<file path="src/include/sas_defs.svh">
`ifndef SAS_DEFS_SVH
`define SAS_DEFS_SVH
`define SAS_OFF_CTRL     12'h000
`define SAS_OFF_RESULT   12'h004
`define SAS_OFF_IRQ_STAT 12'h008
`define SAS_OFF_IRQ_EN   12'h00c
`define SAS_OFF_IRQ_CLR  12'h010
`define SAS_CTRL_RESET   8'hfc
`define SAS_PINS_HI      7
`define SAS_PINS_LO      6
`define SAS_CLK_HI       5
`define SAS_CLK_LO       4
`define SAS_CHAN_HI      3
`define SAS_CHAN_LO      2
`define SAS_GO_BIT       1
`define SAS_ON_BIT       0
`define SAS_CLK_INTERNAL 2'h3
`define SAS_SAMPLE_TICKS 4'h4
`define SAS_INT_DIV      4'h4
`define SAS_IRQ_DONE     0
`define SAS_IRQ_ABORT    1
`define SAS_IRQ_W        2
`endif

</file>
<file path="src/include/sas_pkg.sv">
package sas_pkg;
  typedef enum logic [1:0] {SAS_IDLE, SAS_SAMPLE, SAS_RESOLVE} sas_state_t;
  typedef logic [7:0] sas_byte_t;
endpackage

</file>
<file path="src/rtl/sas_tick_gen.sv">
`timescale 1ns/1ps
`include "sas_defs.svh"
module sas_tick_gen (
  input  wire logic       mclk,
  input  wire logic       rst_n,
  input  wire logic       ce,
  input  wire logic       run,
  input  wire logic [1:0] sel,
  output logic            tick
);
  logic [3:0] cnt_r;
  logic [3:0] cnt_nxt;
  logic [3:0] lim;
  logic       tick_nxt;
  // conversion clock rate pick
  always_comb begin
    case (sel)
      2'h0:              lim = 4'h1;
      2'h1:              lim = 4'h7;
      2'h2:              lim = 4'h3;
      `SAS_CLK_INTERNAL: lim = `SAS_INT_DIV - 4'h1;
      default:           lim = 4'h1;
    endcase
    tick_nxt = run && (cnt_r >= lim);
    cnt_nxt  = (!run || tick_nxt) ? 4'h0 : cnt_r + 4'h1;
  end
  always_ff @(posedge mclk) begin
    if (!rst_n) begin
      cnt_r <= 4'h0;
      tick  <= 1'b0;
    end else if (ce) begin
      cnt_r <= cnt_nxt;
      tick  <= tick_nxt;
    end
  end
endmodule

</file>
<file path="src/rtl/sas_pin_sync.sv">
`timescale 1ns/1ps
`include "sas_defs.svh"
module sas_pin_sync (
  input  wire logic mclk,
  input  wire logic rst_n,
  input  wire logic ce,
  input  wire logic d,
  output logic      q
);
  logic meta_r;
  always_ff @(posedge mclk) begin
    if (!rst_n) begin
      meta_r <= 1'b0;
      q      <= 1'b0;
    end else if (ce) begin
      meta_r <= d;
      q      <= meta_r;
    end
  end
endmodule

</file>
<file path="src/rtl/sas_adc_seq.sv">
`timescale 1ns/1ps
`include "sas_defs.svh"
module sas_adc_seq
  import sas_pkg::*;
(
  input  wire logic            mclk,
  input  wire logic            rst_n,
  input  wire logic            ce,
  input  wire logic            psel,
  input  wire logic            penable,
  input  wire logic            pwrite,
  input  wire logic [11:0]     paddr,
  input  wire logic [31:0]     pwdata,
  output logic      [31:0]     prdata,
  output logic                 pready,
  output logic                 pslverr,
  input  wire logic            comp_out,
  output logic                 conv_power,
  output logic                 sample_en,
  output logic      [1:0]      mux_sel,
  output logic                 mux_ref_sel,
  output sas_pkg::sas_byte_t   trial_code,
  output logic      [2:0]      analog_pin_mode,
  output logic                 irq
);
  ////////////////////////////////////////////////////////////
  sas_state_t      st_r;
  sas_state_t      st_nxt;
  sas_byte_t       ctrl_r;
  sas_byte_t       ctrl_nxt;
  sas_byte_t       res_r;
  sas_byte_t       res_nxt;
  sas_byte_t       acc_r;
  sas_byte_t       acc_nxt;
  logic [3:0]      samp_r;
  logic [3:0]      samp_nxt;
  logic [`SAS_IRQ_W-1:0] stat_r;
  logic [`SAS_IRQ_W-1:0] stat_nxt;
  logic [`SAS_IRQ_W-1:0] en_r;
  logic [`SAS_IRQ_W-1:0] en_nxt;
  logic [`SAS_IRQ_W-1:0] ev;
  logic [31:0]     rd_nxt;
  logic            slverr_nxt;
  logic            wr;
  logic            rd;
  logic            hit;
  logic            tick;
  logic            comp_s;
  logic            run;
  sas_byte_t       wval;
  sas_byte_t       marker_path;
  ////////////////////////////////////////////////////////////
  sas_tick_gen u_tick (
    .mclk  (mclk),
    .rst_n (rst_n),
    .ce    (ce),
    .run   (run),
    .sel   (ctrl_r[`SAS_CLK_HI:`SAS_CLK_LO]),
    .tick  (tick)
  );
  sas_pin_sync u_sync (
    .mclk  (mclk),
    .rst_n (rst_n),
    .ce    (ce),
    .d     (comp_out),
    .q     (comp_s)
  );
  assign run = (st_r != SAS_IDLE);
  ////////////////////////////////////////////////////////////
  // apb decode
  always_comb begin
    wr   = psel && penable && pwrite;
    rd   = psel && penable && !pwrite;
    wval = pwdata[7:0];
    hit  = (paddr == `SAS_OFF_CTRL) || (paddr == `SAS_OFF_RESULT) || (paddr == `SAS_OFF_IRQ_STAT) ||
           (paddr == `SAS_OFF_IRQ_EN) || (paddr == `SAS_OFF_IRQ_CLR);
    slverr_nxt = psel && !penable && !(hit);
    rd_nxt = 32'h0;
    case (paddr)
      `SAS_OFF_CTRL:     rd_nxt = {24'h0, ctrl_r};
      `SAS_OFF_RESULT:   rd_nxt = {24'h0, res_r};
      `SAS_OFF_IRQ_STAT: rd_nxt = {30'h0, stat_r};
      `SAS_OFF_IRQ_EN:   rd_nxt = {30'h0, en_r};
      default:           rd_nxt = 32'h0;
    endcase
  end
  ////////////////////////////////////////////////////////////
  // conversion sequencer
  always_comb begin
    st_nxt   = st_r;
    ctrl_nxt = ctrl_r;
    res_nxt  = res_r;
    acc_nxt  = acc_r;
    samp_nxt = samp_r;
    ev       = '0;
    marker_path = {1'b0, res_r[7:1]};
    if (wr && paddr == `SAS_OFF_CTRL) begin
      ctrl_nxt = wval;
      if (!wval[`SAS_ON_BIT])
        ctrl_nxt[`SAS_GO_BIT] = 1'b0;
    end
    case (st_r)
      SAS_IDLE: begin
        if (ctrl_nxt[`SAS_GO_BIT] && ctrl_nxt[`SAS_ON_BIT]) begin
          st_nxt   = SAS_SAMPLE;
          samp_nxt = 4'h0;
        end
      end
      SAS_SAMPLE: begin
        // result untouched while sampling
        if (tick)
          samp_nxt = samp_r + 4'h1;
        if (tick && samp_r == `SAS_SAMPLE_TICKS - 4'h1) begin
          res_nxt = 8'h80;
          acc_nxt = 8'h80;
          st_nxt  = SAS_RESOLVE;
        end
      end
      SAS_RESOLVE: begin
        if (tick) begin
          // decide bit under marker, shift marker right
          res_nxt = (marker_path & ((res_r & ~(res_r - 8'h1)) >> 1)) |
                    (res_r & (res_r - 8'h1)) |
                    ((res_r & ~(res_r - 8'h1)) & {8{comp_s}});
          // next trial: decided bits plus new marker
          acc_nxt = res_nxt;
          if (res_r[0]) begin
            // eighth shift pushes marker out
            ctrl_nxt[`SAS_GO_BIT] = 1'b0;
            st_nxt = SAS_IDLE;
            ev[`SAS_IRQ_DONE] = 1'b1;
          end
        end
      end
      default: st_nxt = SAS_IDLE;
    endcase
    if (run && !ctrl_nxt[`SAS_GO_BIT] && !(st_r == SAS_RESOLVE && tick && res_r[0])) begin
      st_nxt  = SAS_IDLE;
      res_nxt = res_r;
      ev[`SAS_IRQ_ABORT] = 1'b1;
    end
    if (!ctrl_nxt[`SAS_ON_BIT])
      st_nxt = SAS_IDLE;
  end
  ////////////////////////////////////////////////////////////
  // interrupt status, set beats clear
  always_comb begin
    en_nxt   = en_r;
    stat_nxt = stat_r;
    if (wr && paddr == `SAS_OFF_IRQ_EN)
      en_nxt = pwdata[`SAS_IRQ_W-1:0];
    if (wr && paddr == `SAS_OFF_IRQ_CLR)
      stat_nxt = stat_r & ~pwdata[`SAS_IRQ_W-1:0];
    stat_nxt = stat_nxt | ev;
  end
  ////////////////////////////////////////////////////////////
  always_ff @(posedge mclk) begin
    if (!rst_n) begin
      st_r            <= SAS_IDLE;
      ctrl_r          <= `SAS_CTRL_RESET;
      res_r           <= 8'h00;
      acc_r           <= 8'h00;
      samp_r          <= 4'h0;
      stat_r          <= '0;
      en_r            <= '0;
      prdata          <= 32'h0;
      pready          <= 1'b0;
      pslverr         <= 1'b0;
      conv_power      <= 1'b0;
      sample_en       <= 1'b0;
      mux_sel         <= 2'h0;
      mux_ref_sel     <= 1'b0;
      trial_code      <= 8'h00;
      analog_pin_mode <= 3'h0;
      irq             <= 1'b0;
    end else if (ce) begin
      st_r            <= st_nxt;
      ctrl_r          <= ctrl_nxt;
      res_r           <= res_nxt;
      acc_r           <= acc_nxt;
      samp_r          <= samp_nxt;
      stat_r          <= stat_nxt;
      en_r            <= en_nxt;
      prdata          <= rd ? prdata : rd_nxt;
      pready          <= psel && !penable;
      pslverr         <= slverr_nxt;
      conv_power      <= ctrl_nxt[`SAS_ON_BIT];
      sample_en       <= (st_nxt == SAS_SAMPLE);
      mux_sel         <= ctrl_nxt[`SAS_CHAN_HI:`SAS_CHAN_LO];
      mux_ref_sel     <= (ctrl_nxt[`SAS_CHAN_HI:`SAS_CHAN_LO] == 2'h3);
      trial_code      <= acc_nxt;
      // analog_pin_mode[i] forces pin i analog, comparator left alone
      case (ctrl_nxt[`SAS_PINS_HI:`SAS_PINS_LO])
        2'h0:    analog_pin_mode <= 3'h0;
        2'h1:    analog_pin_mode <= 3'h4;
        2'h2:    analog_pin_mode <= 3'h5;
        2'h3:    analog_pin_mode <= 3'h7;
        default: analog_pin_mode <= 3'h0;
      endcase
      irq             <= |(stat_nxt & en_nxt);
    end
  end
endmodule

</file>
<file path="config.mk">
export PLATFORM = sky130hd
export DESIGN_NAME = sas_adc_seq
export DESIGN_NICKNAME = d
export VERILOG_FILES = /design/src/include/sas_pkg.sv /design/src/rtl/sas_tick_gen.sv /design/src/rtl/sas_pin_sync.sv /design/src/rtl/sas_adc_seq.sv
export VERILOG_INCLUDE_DIRS = /design/src /design/src/include
export SDC_FILE = /design/constraint.sdc
export NUM_CORES = 1
export LEC_CHECK = 0
export BUFFER_PORTS_ARGS = -buffer_cell sky130_fd_sc_hd__clkbuf_2
export CORE_MARGIN = 4
export CORE_UTILIZATION = 31
export DETAILED_ROUTE_END_ITERATION = 10
export GPL_TIMING_DRIVEN = 0
export PLACE_DENSITY_LB_ADDON = 0.08
export SLEW_MARGIN = 20
export SYNTH_ARGS = -nofsm -noshare
export SYNTH_HDL_FRONTEND = slang
export SYNTH_SLANG_ARGS = --single-unit
</file>
<file path="constraint.sdc">
create_clock -name mclk -period 2.35 [get_ports mclk]
set_input_delay 0.47 -clock mclk [delete_from_list [all_inputs] [get_ports mclk]]
set_output_delay 0.47 -clock mclk [all_outputs]
set_load 0.02 [all_outputs]
</file>
* Word level (Yosys, flattened, before mapping)
Index checks and enable logic that the tools add are counted.
** Word-level totals
- Register bits after elaboration :: 84
- Bits in latches :: 0
- RAM bits :: 0
- Memory bits (read-only) :: 0
- Bits of input ports :: 51
- Output and inout bits :: 51
- Word-level logic and storage cells :: 125
- Memories kept :: 0
** Cells by class
- Add/sub/neg operators :: 3
- Multiply operators :: 0
- Divide/modulo/power cells :: 0
- Magnitude comparators :: 1
- Equal/unequal tests :: 19
- Shifts and indexed selects :: 0
- Mux-type cells :: 28
- Bitwise operators :: 13
- Reductions and logical operators :: 40
** Operators with widths (count)
- case mux 8 bit (4 select lines) :: 1
- AND 8 bit :: 3
- equality test 12 x 4 -> 1 bit (second input constant) :: 2
- 2-to-1 mux 8 bit :: 3
- 2-to-1 mux 2 bit :: 8
- case mux 8 bit (2 select lines) :: 1
- logical AND 1 bit :: 15
- equality test 12 x 3 -> 1 bit (second input constant) :: 1
- equality test 12 x 5 -> 1 bit (second input constant) :: 1
- equality test 2 bit (second input constant) :: 6
- logical NOT 12 bit :: 1
- 2-to-1 mux 4 bit :: 3
- case mux 3 bit (4 select lines) :: 1
- case mux 4 bit (3 select lines) :: 1
- adder 4 x 1 -> 4 bit (second input constant) :: 2
- equality test 2 x 1 -> 1 bit (second input constant) :: 4
- 2-to-1 mux 1 bit :: 8
- NOT 8 bit :: 1
- bitwise OR 7 x 8 -> 8 bit :: 1
- bitwise OR 8 bit :: 1
- case mux 4 bit (2 select lines) :: 1
- AND reduction 4 bit :: 2
- subtractor 8 x 1 -> 8 bit (second input constant) :: 1
- AND 7 bit :: 1
- other kinds (16) :: 35

* Depth between registers and ports, before layout
Gate-level depths: netlist (run 1).
- Depth after elaboration :: 14
- Mapped depth :: 7
- Mapped depth without buffers :: 7

* Hierarchy
A second synthesis (run 1) with hierarchy kept.
** Unflattened totals
- Cells, all modules :: 395
- Area total of the unflattened synthesis :: 3380.7 µm²
** Modules (own cells, without submodules)
- sas_adc_seq :: instances 1, cells an instance 352, area an instance 2981.6 µm², sequential area each 1041.0 µm²
- sas_tick_gen :: instances 1, cells an instance 37, area an instance 326.6 µm², sequential area each 100.1 µm²
- sas_pin_sync :: instances 1, cells an instance 6, area an instance 72.6 µm², sequential area each 40.0 µm²

* Worst setup path after synthesis (run 1)
OpenSTA, ideal clock, no wires.
- Path type :: input to register
- Start point :: input paddr[1]
- End point :: register irq
- Library setup time :: 127 ps
- Arrival :: 2366 ps
- Required time :: 2223 ps
- Slack :: -143 ps
- Cell stages on the path :: 7
- Buffers on the path :: 2
- Cell sequence :: or4_1 clkbuf_2 or4_1 o211a_1 buf_2 o2111ai_1 nand3_1
** Between the ends
- Cells in the longest elaborated chain, start to end :: 13
- Elaborated cells on any way between the ends :: 19
- Those cells by class :: 2 x eq/ne; 7 x mux; 2 x bitwise; 8 x reduce/logical
** Ends and longest elaborated chain
- start: declaration :: RTL line sas_adc_seq.sv:12 : input wire logic [11:0] paddr,
- logical NOT 12 bit
- logical AND 1 bit (no source line)
- 2-to-1 mux 8 bit :: RTL line sas_adc_seq.sv:97 : if (wr && paddr == `SAS_OFF_CTRL) begin
- 2-to-1 mux 1 bit :: RTL line sas_adc_seq.sv:127 : if (res_r[0]) begin
- 2-to-1 mux 1 bit :: RTL line sas_adc_seq.sv:120 : if (tick) begin
- 2-to-1 mux 1 bit :: RTL line sas_adc_seq.sv:102 : case (st_r)
- logical NOT 1 bit :: RTL line sas_adc_seq.sv:137 : if (run && !ctrl_nxt[`SAS_GO_BIT] && !(st_r == SAS_RESOLVE && tick && res_r[0])) begin
- logical AND 1 bit (2 in series) :: RTL line sas_adc_seq.sv:137
- 2-to-1 mux 1 bit :: RTL line sas_adc_seq.sv:137
- bitwise OR 2 bit :: RTL line sas_adc_seq.sv:154 : stat_nxt = stat_nxt | ev;
- AND 2 bit (*) :: RTL line sas_adc_seq.sv:200 : irq <= |(stat_nxt & en_nxt);
- OR reduction 2 bit (*) :: RTL line sas_adc_seq.sv:200
- end signal: assignment :: RTL line sas_adc_seq.sv:200
- end: declaration :: RTL line sas_adc_seq.sv:24 : output logic irq
Mark *: on every way between the ends. The rest lies on a longest branch, timed or not.
A chain may end at the register's enable or synchronous reset.

* Worst setup path after layout (run 1)
- Start point :: input paddr[3]
- End point :: register res_r[7]
** Between the ends
- Cells in the longest elaborated chain, start to end :: 11
** Ends and longest elaborated chain
- logical NOT 12 bit (*)
- logical AND 1 bit (no source line) (*)
- 2-to-1 mux 8 bit (*) :: RTL line sas_adc_seq.sv:97
- 2-to-1 mux 1 bit :: RTL line sas_adc_seq.sv:127
- 2-to-1 mux 1 bit :: RTL line sas_adc_seq.sv:120
- 2-to-1 mux 1 bit (*) :: RTL line sas_adc_seq.sv:102
- logical NOT 1 bit (*) :: RTL line sas_adc_seq.sv:137
- logical AND 1 bit (*) (2 in series) :: RTL line sas_adc_seq.sv:137
- NOT 1 bit (no source line) (*)
- AND reduction 5 bit (no source line) (*)
- end signal: assignment :: RTL line sas_adc_seq.sv:179 : res_r <= res_nxt;
- end: declaration :: RTL line sas_adc_seq.sv:31 : sas_byte_t res_r;
Marks and branches as above.

==> reports/metrics.csv, run 1 <==
metric,value,unit
Final HPWL DP,6680,um
Final WS setup,0.0634,ns
post-route cell area,3940,um^2
TNS Setup,0,ns
LEAKAGE,1.63,nW
Global Route Usage Sum,16.0,%
Post-synth EDFFs,0,
Bufs and invs on worst path,1,
max incr delay on CP,0.58,ns
Die Ht,108,um
"flops & latches, synth",59,
Met3 Wirelength,486,um
fin nets,521,
r2r worst-path depth,6,
first-pass GRT wire length,14500,um
PortBufs,53,
post-synthesis sequential area ratio,37.9,%
Gate power share,9.4,%
cts bufs inserted,9,
H-tree levels,3,
FP Rows,36,
post-synth cell types,55,
initial antenna violation count,0,
met2 wire length,4200,um
slowest cell on the critical path,or4_4,
most frequent cell after synthesis,dfxtp_1,
cells after synthesis,376,
Clock power frac,46.3,%
type of destination of the critical path,flip-flop,
synth cell count leaders,"59 x dfxtp_1, 46 x nand2_1, 40 x a21oi_1, 24 x buf_4, 24 x nor2_1",
DRC,0,
First DRT Iteration DRCs,98,
Worst Tran Pin Value,0.691,ns
antenna-violating nets left,0,
Peak VDD IR,0.000314,V
DRT met1 WL,4260,um
Yosys warnings,0,
Bufs on Longest Clock Path,2,
dominant cell type by area after synthesis,dfxtp_1,
pre-CTS WS,-0.475,ns
RSZ-0062 raised after global routing,yes,
via count,2973,
Net Switching,0.000560,W
Starting Density,31.9,%
Final Hold Fails,0,
Internal,0.00175,W
Area contributors post-synth,"dfxtp_1 38%, a21oi_1 6.4%, mux2i_1 6.1%",
CP top delay family,simple AND/OR/NAND/NOR gates,
ys async rst share,0,%
final setup fails,0,
WL per Instance,14.9,um
R2R Setup Slk,0.18,ns
largest net degree at the start of global routing,11,
period utilisation layout,97.3,%
# IOs,102,
"most used cell, CP",or4_4,
P per Cell Area,586,nW/um^2
Hold Crit Class,input port to flip-flop,
Setup crit start,paddr[3],
CTS sink cnt,59,
vias in the first global route,2800,
clk_lat worst skew,0.34,ns
Critical Path RT,2.61,ns
final global-route overflow total,0,
Mapped Avg Cell Area,8.29,um^2
share of the synthesized area in the top cell type,37.9,%
critical path startpoint category,input port,
Max Clk Rate,437,MHz
share of cells above drive strength 1,24.4,%
Avg Vias per Cell,4.92,
Final Power,0.00231,W
hold-fix buffers at CTS,0,
die footprint,11700,um^2
clk slew on worst S/H paths,0.07,ns
Crit Path Max Fanout,8,
Setup CP Type,input port to flip-flop,
Die Wd,108,um
Slew headroom,53.9,%
first drt pass iteration count,5,
Stages on worst setup path,6,
Tmin final,2.29,ns
ANT cells,0,
root buffer cell,clkbuf_8,
CTS tree,yes,
crit path DAT,2.54,ns
status,completed,
CP Cell Sequence,"clkbuf_2, or4_4, or4_4, o211ai_2, a21oi_1, nor3_1",
Filler Cells Inserted,1036,
placer congestion estimate,0.798,
r2r startpoint,res_r[0],
synthesized cell area,3120,um^2
fin. max-slew vios,0,
final wirelength,9010,um
part of the power in registers,44.3,%
Layout Area Growth over Synthesis,26.3,%
Post-Place Cell Area,3660,um^2
maxcap violations,0,
reg-to-reg critical path endpoint,res_r[6],
hold slack,0.346,ns
area of the core,9770,um^2
switching fraction of total power,24.3,%
top_reg_cell synth,dfxtp_1,
Max Used Layer,met4,
CP Capture Point,res_r[7],
Setup Skew,0.00974,ns
layout make-up:
type                       instances  area (um^2)  area share (%)
buffer                            44          269            6.83
multi-input combinational        291         1790            45.4
timing repair buffer              56          288            7.31
clock buffer                      12          155            3.94
inverter                           5         18.8           0.477
tap                              133          166            4.23
clock inverter                     4         72.6            1.84
sequential                        59         1180            30.0
cells in the final DEF (no fill, tap or decap), types with 6 or more instances in the layout:
cell type  synthesis  final
o21ai_0           22     22
nand2_1           46     46
nor2_1            24     24
dfxtp_1           59     59
buf_4             24     28
conb_1             1     24
nor3_1             7      7
clkbuf_1          18     19
mux2i_1           19     19
nand3_1           21     21
nor2b_1            6      6
clkbuf_8           0     12
a21oi_1           40     40
clkbuf_2           1     53
how the worst min path moves through the flow:
stage / startpoint / end / slack [ns] / cells after the start
4_1_cts: pwdata[5] / ctrl_r[5] / 0.33 / 3
3_3_place_gp: prdata[1] / prdata[1] / 0.44 / 2
5_1_grt: pwdata[5] / ctrl_r[5] / 0.35 / 3
2_1_floorplan: en_r[0] / en_r[0] / 0.44 / 2
3_5_place_dp: prdata[6] / prdata[6] / 0.45 / 2
6_report: pwdata[5] / ctrl_r[5] / 0.35 / 3
tightest hold or removal path, stage by stage:
cell	delay [ns]
clkbuf_2	0.08
mux2i_1	0.05
nand2_1	0.05
flip-flops by register name, indices dropped and copies added, names as in the netlist:
name,flops
acc_r,8
ctrl_r,8
prdata,8
res_r,8
samp_r,4
u_tick.cnt_r,4
analog_pin_mode,3
en_r,2
mux_sel,2
st_r,2
stat_r,2
irq,1
mux_ref_sel,1
pready,1
pslverr,1
sample_en,1
u_sync.meta_r,1
u_sync.q,1
u_tick.tick,1
power by group through the flow:
stage,Combinational [W],Clock (W),Sequential (W)
2_1_floorplan,0.000136,0,0.00105
6_report,0.000217,0.00107,0.00102
3_3_place_gp,0.000214,0,0.00104
5_1_grt,0.000238,0.00115,0.00102
3_5_place_dp,0.000215,0,0.00104
4_1_cts,0.000217,0.00110,0.00102
stage by stage:
step	utilization (%)	instances
after floorplan	-	399
after global placement	37.4	585
after detailed placement	37.4	585
after CTS	40.1	604
after global routing	40.3	604
final	40.3	604
what timing repair did:
action	4_1_cts	5_1_grt
setup buffers	3	0
gates resized for setup	1	3
pin swaps	1	0
endpoints found under the setup margin	10	19
cells by family (layout without fill, tap and decap cells):
family / after synthesis / in the layout / share of synthesized area (%)
mux: 23 / 23 / 8.27
compound gates: 101 / 101 / 20.4
simple gates: 139 / 139 / 22.8
flops: 59 / 59 / 37.9
other cells: 1 / 24 / 0.120
fa+ha+maj: 4 / 4 / 1.61
buf+inv: 49 / 121 / 8.87
routing by layer:
layer / global-route usage (%) / vias to the layer above
li1: - / 1501
met1: 21.3 / 1387
met2: 25.8 / 78
met3: 4.42 / 7
met4: 3.43 / 0
met5: 0 / -
Power figures use the tool's default switching activity.
==> run 2, diff against run 1 <==
- CTS_CLUSTER_DIAMETER: unset -> 50
- SYNTH_HIERARCHICAL: unset -> 1
==> run 2 against run 1 <==
Non-clock buffer count is 6 lower. Register-to-register slack improved by 0.02 ns. Hold slack improved by 0.027 ns. Synthesized cell count rose by 5.1%. Design area rose by 6.0%. Count of clock-buffer cells in the layout fell by 2. Critical endpoint is now res_r[6]. Largest cell class unchanged.
==> reports/metrics.csv, run 2 <==
metric,value,unit,change
Met3 Wirelength,458,um,-5.8%
Post-synth EDFFs,0,,unchanged
LEAKAGE,1.82,nW,+12%
RSZ-0062 raised after global routing,no,,
largest net degree at the start of global routing,12,,+1
r2r startpoint,st_r[1],,
Final HPWL DP,6850,um,+2.5%
Mapped Avg Cell Area,8.56,um^2,+3.3%
status,completed,,
dominant cell type by area after synthesis,dfxtp_1,,
Global Route Usage Sum,14.8,%,-1.1 points
Critical Path RT,2.57,ns,-0.04 ns
type of destination of the critical path,flip-flop,,
# IOs,102,,unchanged
share of the synthesized area in the top cell type,34.9,%,-3.0 points
final global-route overflow total,0,,unchanged
vias in the first global route,2963,,+5.8%
CTS tree,yes,,
"flops & latches, synth",59,,unchanged
met2 wire length,4130,um,-1.5%
fin. max-slew vios,0,,unchanged
placer congestion estimate,0.820,,+2.8%
area of the core,10500,um^2,+7.0%
cts bufs inserted,9,,unchanged
"commonest non-fill, non-tap cell in the layout",dfxtp_1,,
initial antenna violation count,0,,unchanged
period utilisation layout,91.6,%,-5.7 points
Max Used Layer,met4,,
hold-fix buffers at CTS,0,,unchanged
Die Ht,112,um,+3.8%
Starting Density,32.3,%,+0.43 points
Max Clk Rate,465,MHz,+6.2%
ANT cells,0,,unchanged
die footprint,12600,um^2,+7.8%
cells after synthesis,395,,+5.1%
CTS sink cnt,59,,unchanged
Hold Crit Class,input port to flip-flop,,
Hold Crit Start,pwdata[4],,
WL per Instance,14.5,um,-3.0%
fin nets,540,,+3.6%
Crit Path Max Fanout,8,,unchanged
clk_lat worst skew,0.34,ns,about the same
pre-CTS WS,-0.374,ns,+0.102 ns
synthesized cell area,3380,um^2,+8.5%
DRT met1 WL,4370,um,+2.5%
post-synthesis sequential area ratio,34.9,%,-3.0 points
max incr delay on CP,0.53,ns,-0.05 ns
final setup fails,0,,unchanged
final wirelength,9000,um,-0.11%
Final WS setup,0.198,ns,+0.134 ns
slowest cell on the critical path,or3_2,,
most frequent cells in the layout,"59 x dfxtp_1, 52 x clkbuf_2, 48 x nor2_1",,
Layout Area Growth over Synthesis,23.5,%,
synth cell count leaders,"59 x dfxtp_1, 48 x nor2_1, 45 x nand2_1, 25 x buf_4, 24 x nand3_1",,
Peak VDD IR,0.000236,V,-25%
Tmin final,2.15,ns,-0.134 ns
first drt pass iteration count,4,,-1
post-synth cell types,76,,+38%
Worst Tran Pin Value,0.939,ns,+0.248 ns
antenna-violating nets left,0,,unchanged
Setup CP Type,flip-flop to flip-flop,,
CP Cell Sequence,"inv_1, ha_1, clkbuf_2, or3_2, o41ai_4, a21oi_4, buf_12, mux2i_1, nor2_1",,
share of cells above drive strength 1,25.5,%,+1.1 points
Setup crit start,st_r[1],,
Avg Vias per Cell,4.87,,-0.97%
root buffer cell,clkbuf_8,,
top_reg_cell synth,dfxtp_1,,
Slew headroom,37.0,%,-17 points
Final Power,0.00228,W,-1.2%
First DRT Iteration DRCs,201,,+110%
Final Util,39.9,%,-0.38 points
most frequent cell after synthesis,dfxtp_1,,
ys async rst share,0,%,unchanged
crit path DAT,2.37,ns,-0.17 ns
Die Wd,112,um,+3.8%
Bufs on Longest Clock Path,2,,unchanged
maxcap violations,0,,unchanged
FP Rows,37,,+2.8%
Setup Skew,0.00903,ns,-0.000706 ns
clk slew on worst S/H paths,0.07,ns,about the same
H-tree levels,3,,unchanged
critical path startpoint category,flip-flop,,
Yosys warnings,6,,+6
P per Cell Area,546,nW/um^2,-6.8%
Area contributors post-synth,"dfxtp_1 35%, mux2i_1 6.8%, buf_4 5.6%",,
Final Hold Fails,0,,unchanged
PortBufs,51,,-3.8%
via count,3032,,+2.0%
DRC,0,,unchanged
first-pass GRT wire length,15200,um,+5.0%
run 2: area by class of cell:
class                      count  area, um^2
fill                        1123        6290
multi-input combinational    305        2000
sequential                    59        1180
timing repair buffer          53         283
buffer                        41         268
tap                          136         170
clock buffer                  10         138
clock inverter                 6        88.8
inverter                      12        45.0
run 2: where the power goes:
group / switching (W) / internal, W / leakage [nW] / total, W
registers: 0.00000656 / 0.00101 / 0.478 / 0.00102
clock network: 0.000431 / 0.000625 / 0.108 / 0.00106
logic: 0.000130 / 0.0000765 / 1.23 / 0.000207
total: 0.000567 / 0.00171 / 1.82 / 0.00228
run 2: kinds of logic after synthesis:
family | share of synthesized area [%]
fa+ha+maj | 2.96
flops | 34.9
xor+xnor | 0.259
buf+inv | 9.36
other cells | 0.111
mux | 8.14
compound gates | 18.8
simple gates | 25.4
run 2: timing repair:
action | CTS | global route
pin swaps | 1 | 0
setup endpoints to repair | 16 | 11
resized for setup | 1 | 5
setup buffers | 1 | 1
run 2: critical path: cells and delay by family (launching register included):
| family | cells | cell delay (ns) |
|---|---|---|
| muxes | 1 | 0.14 |
| adders and majority gates | 1 | 0.19 |
| DFF | 1 | 0.43 |
| AOI/OAI and AO/OA | 2 | 0.22 |
| and+or+nand+nor | 2 | 0.58 |
| buffers and inverters | 3 | 0.46 |
run 2: final timing paths:
kind	slack, ns	cells after the start	endpoint
worst max register to register	0.20	9	res_r[6]
worst max-delay path	0.20	9	res_r[6]
worst min register to register	0.48	2	pready
worst min-delay path	0.37	3	ctrl_r[4]
run 2: per-layer routing:
metal / vias to the layer above / GRT usage, %
met5: - / 0
met4: 0 / 3.85
met3: 4 / 4.15
met2: 62 / 23.3
met1: 1420 / 20.0
li1: 1546 / -
run 2: stage by stage:
stage                     hold WS [ns]  cells  area (um^2)  TNS, ns
after detailed placement         0.469    605         3890    -4.44
after floorplan                  0.451    418         3470        0
final                            0.372    622         4170        0
after CTS                        0.355    621         4130        0
after global placement           0.458    605         3890    -3.20
after global routing             0.394    622         4170        0
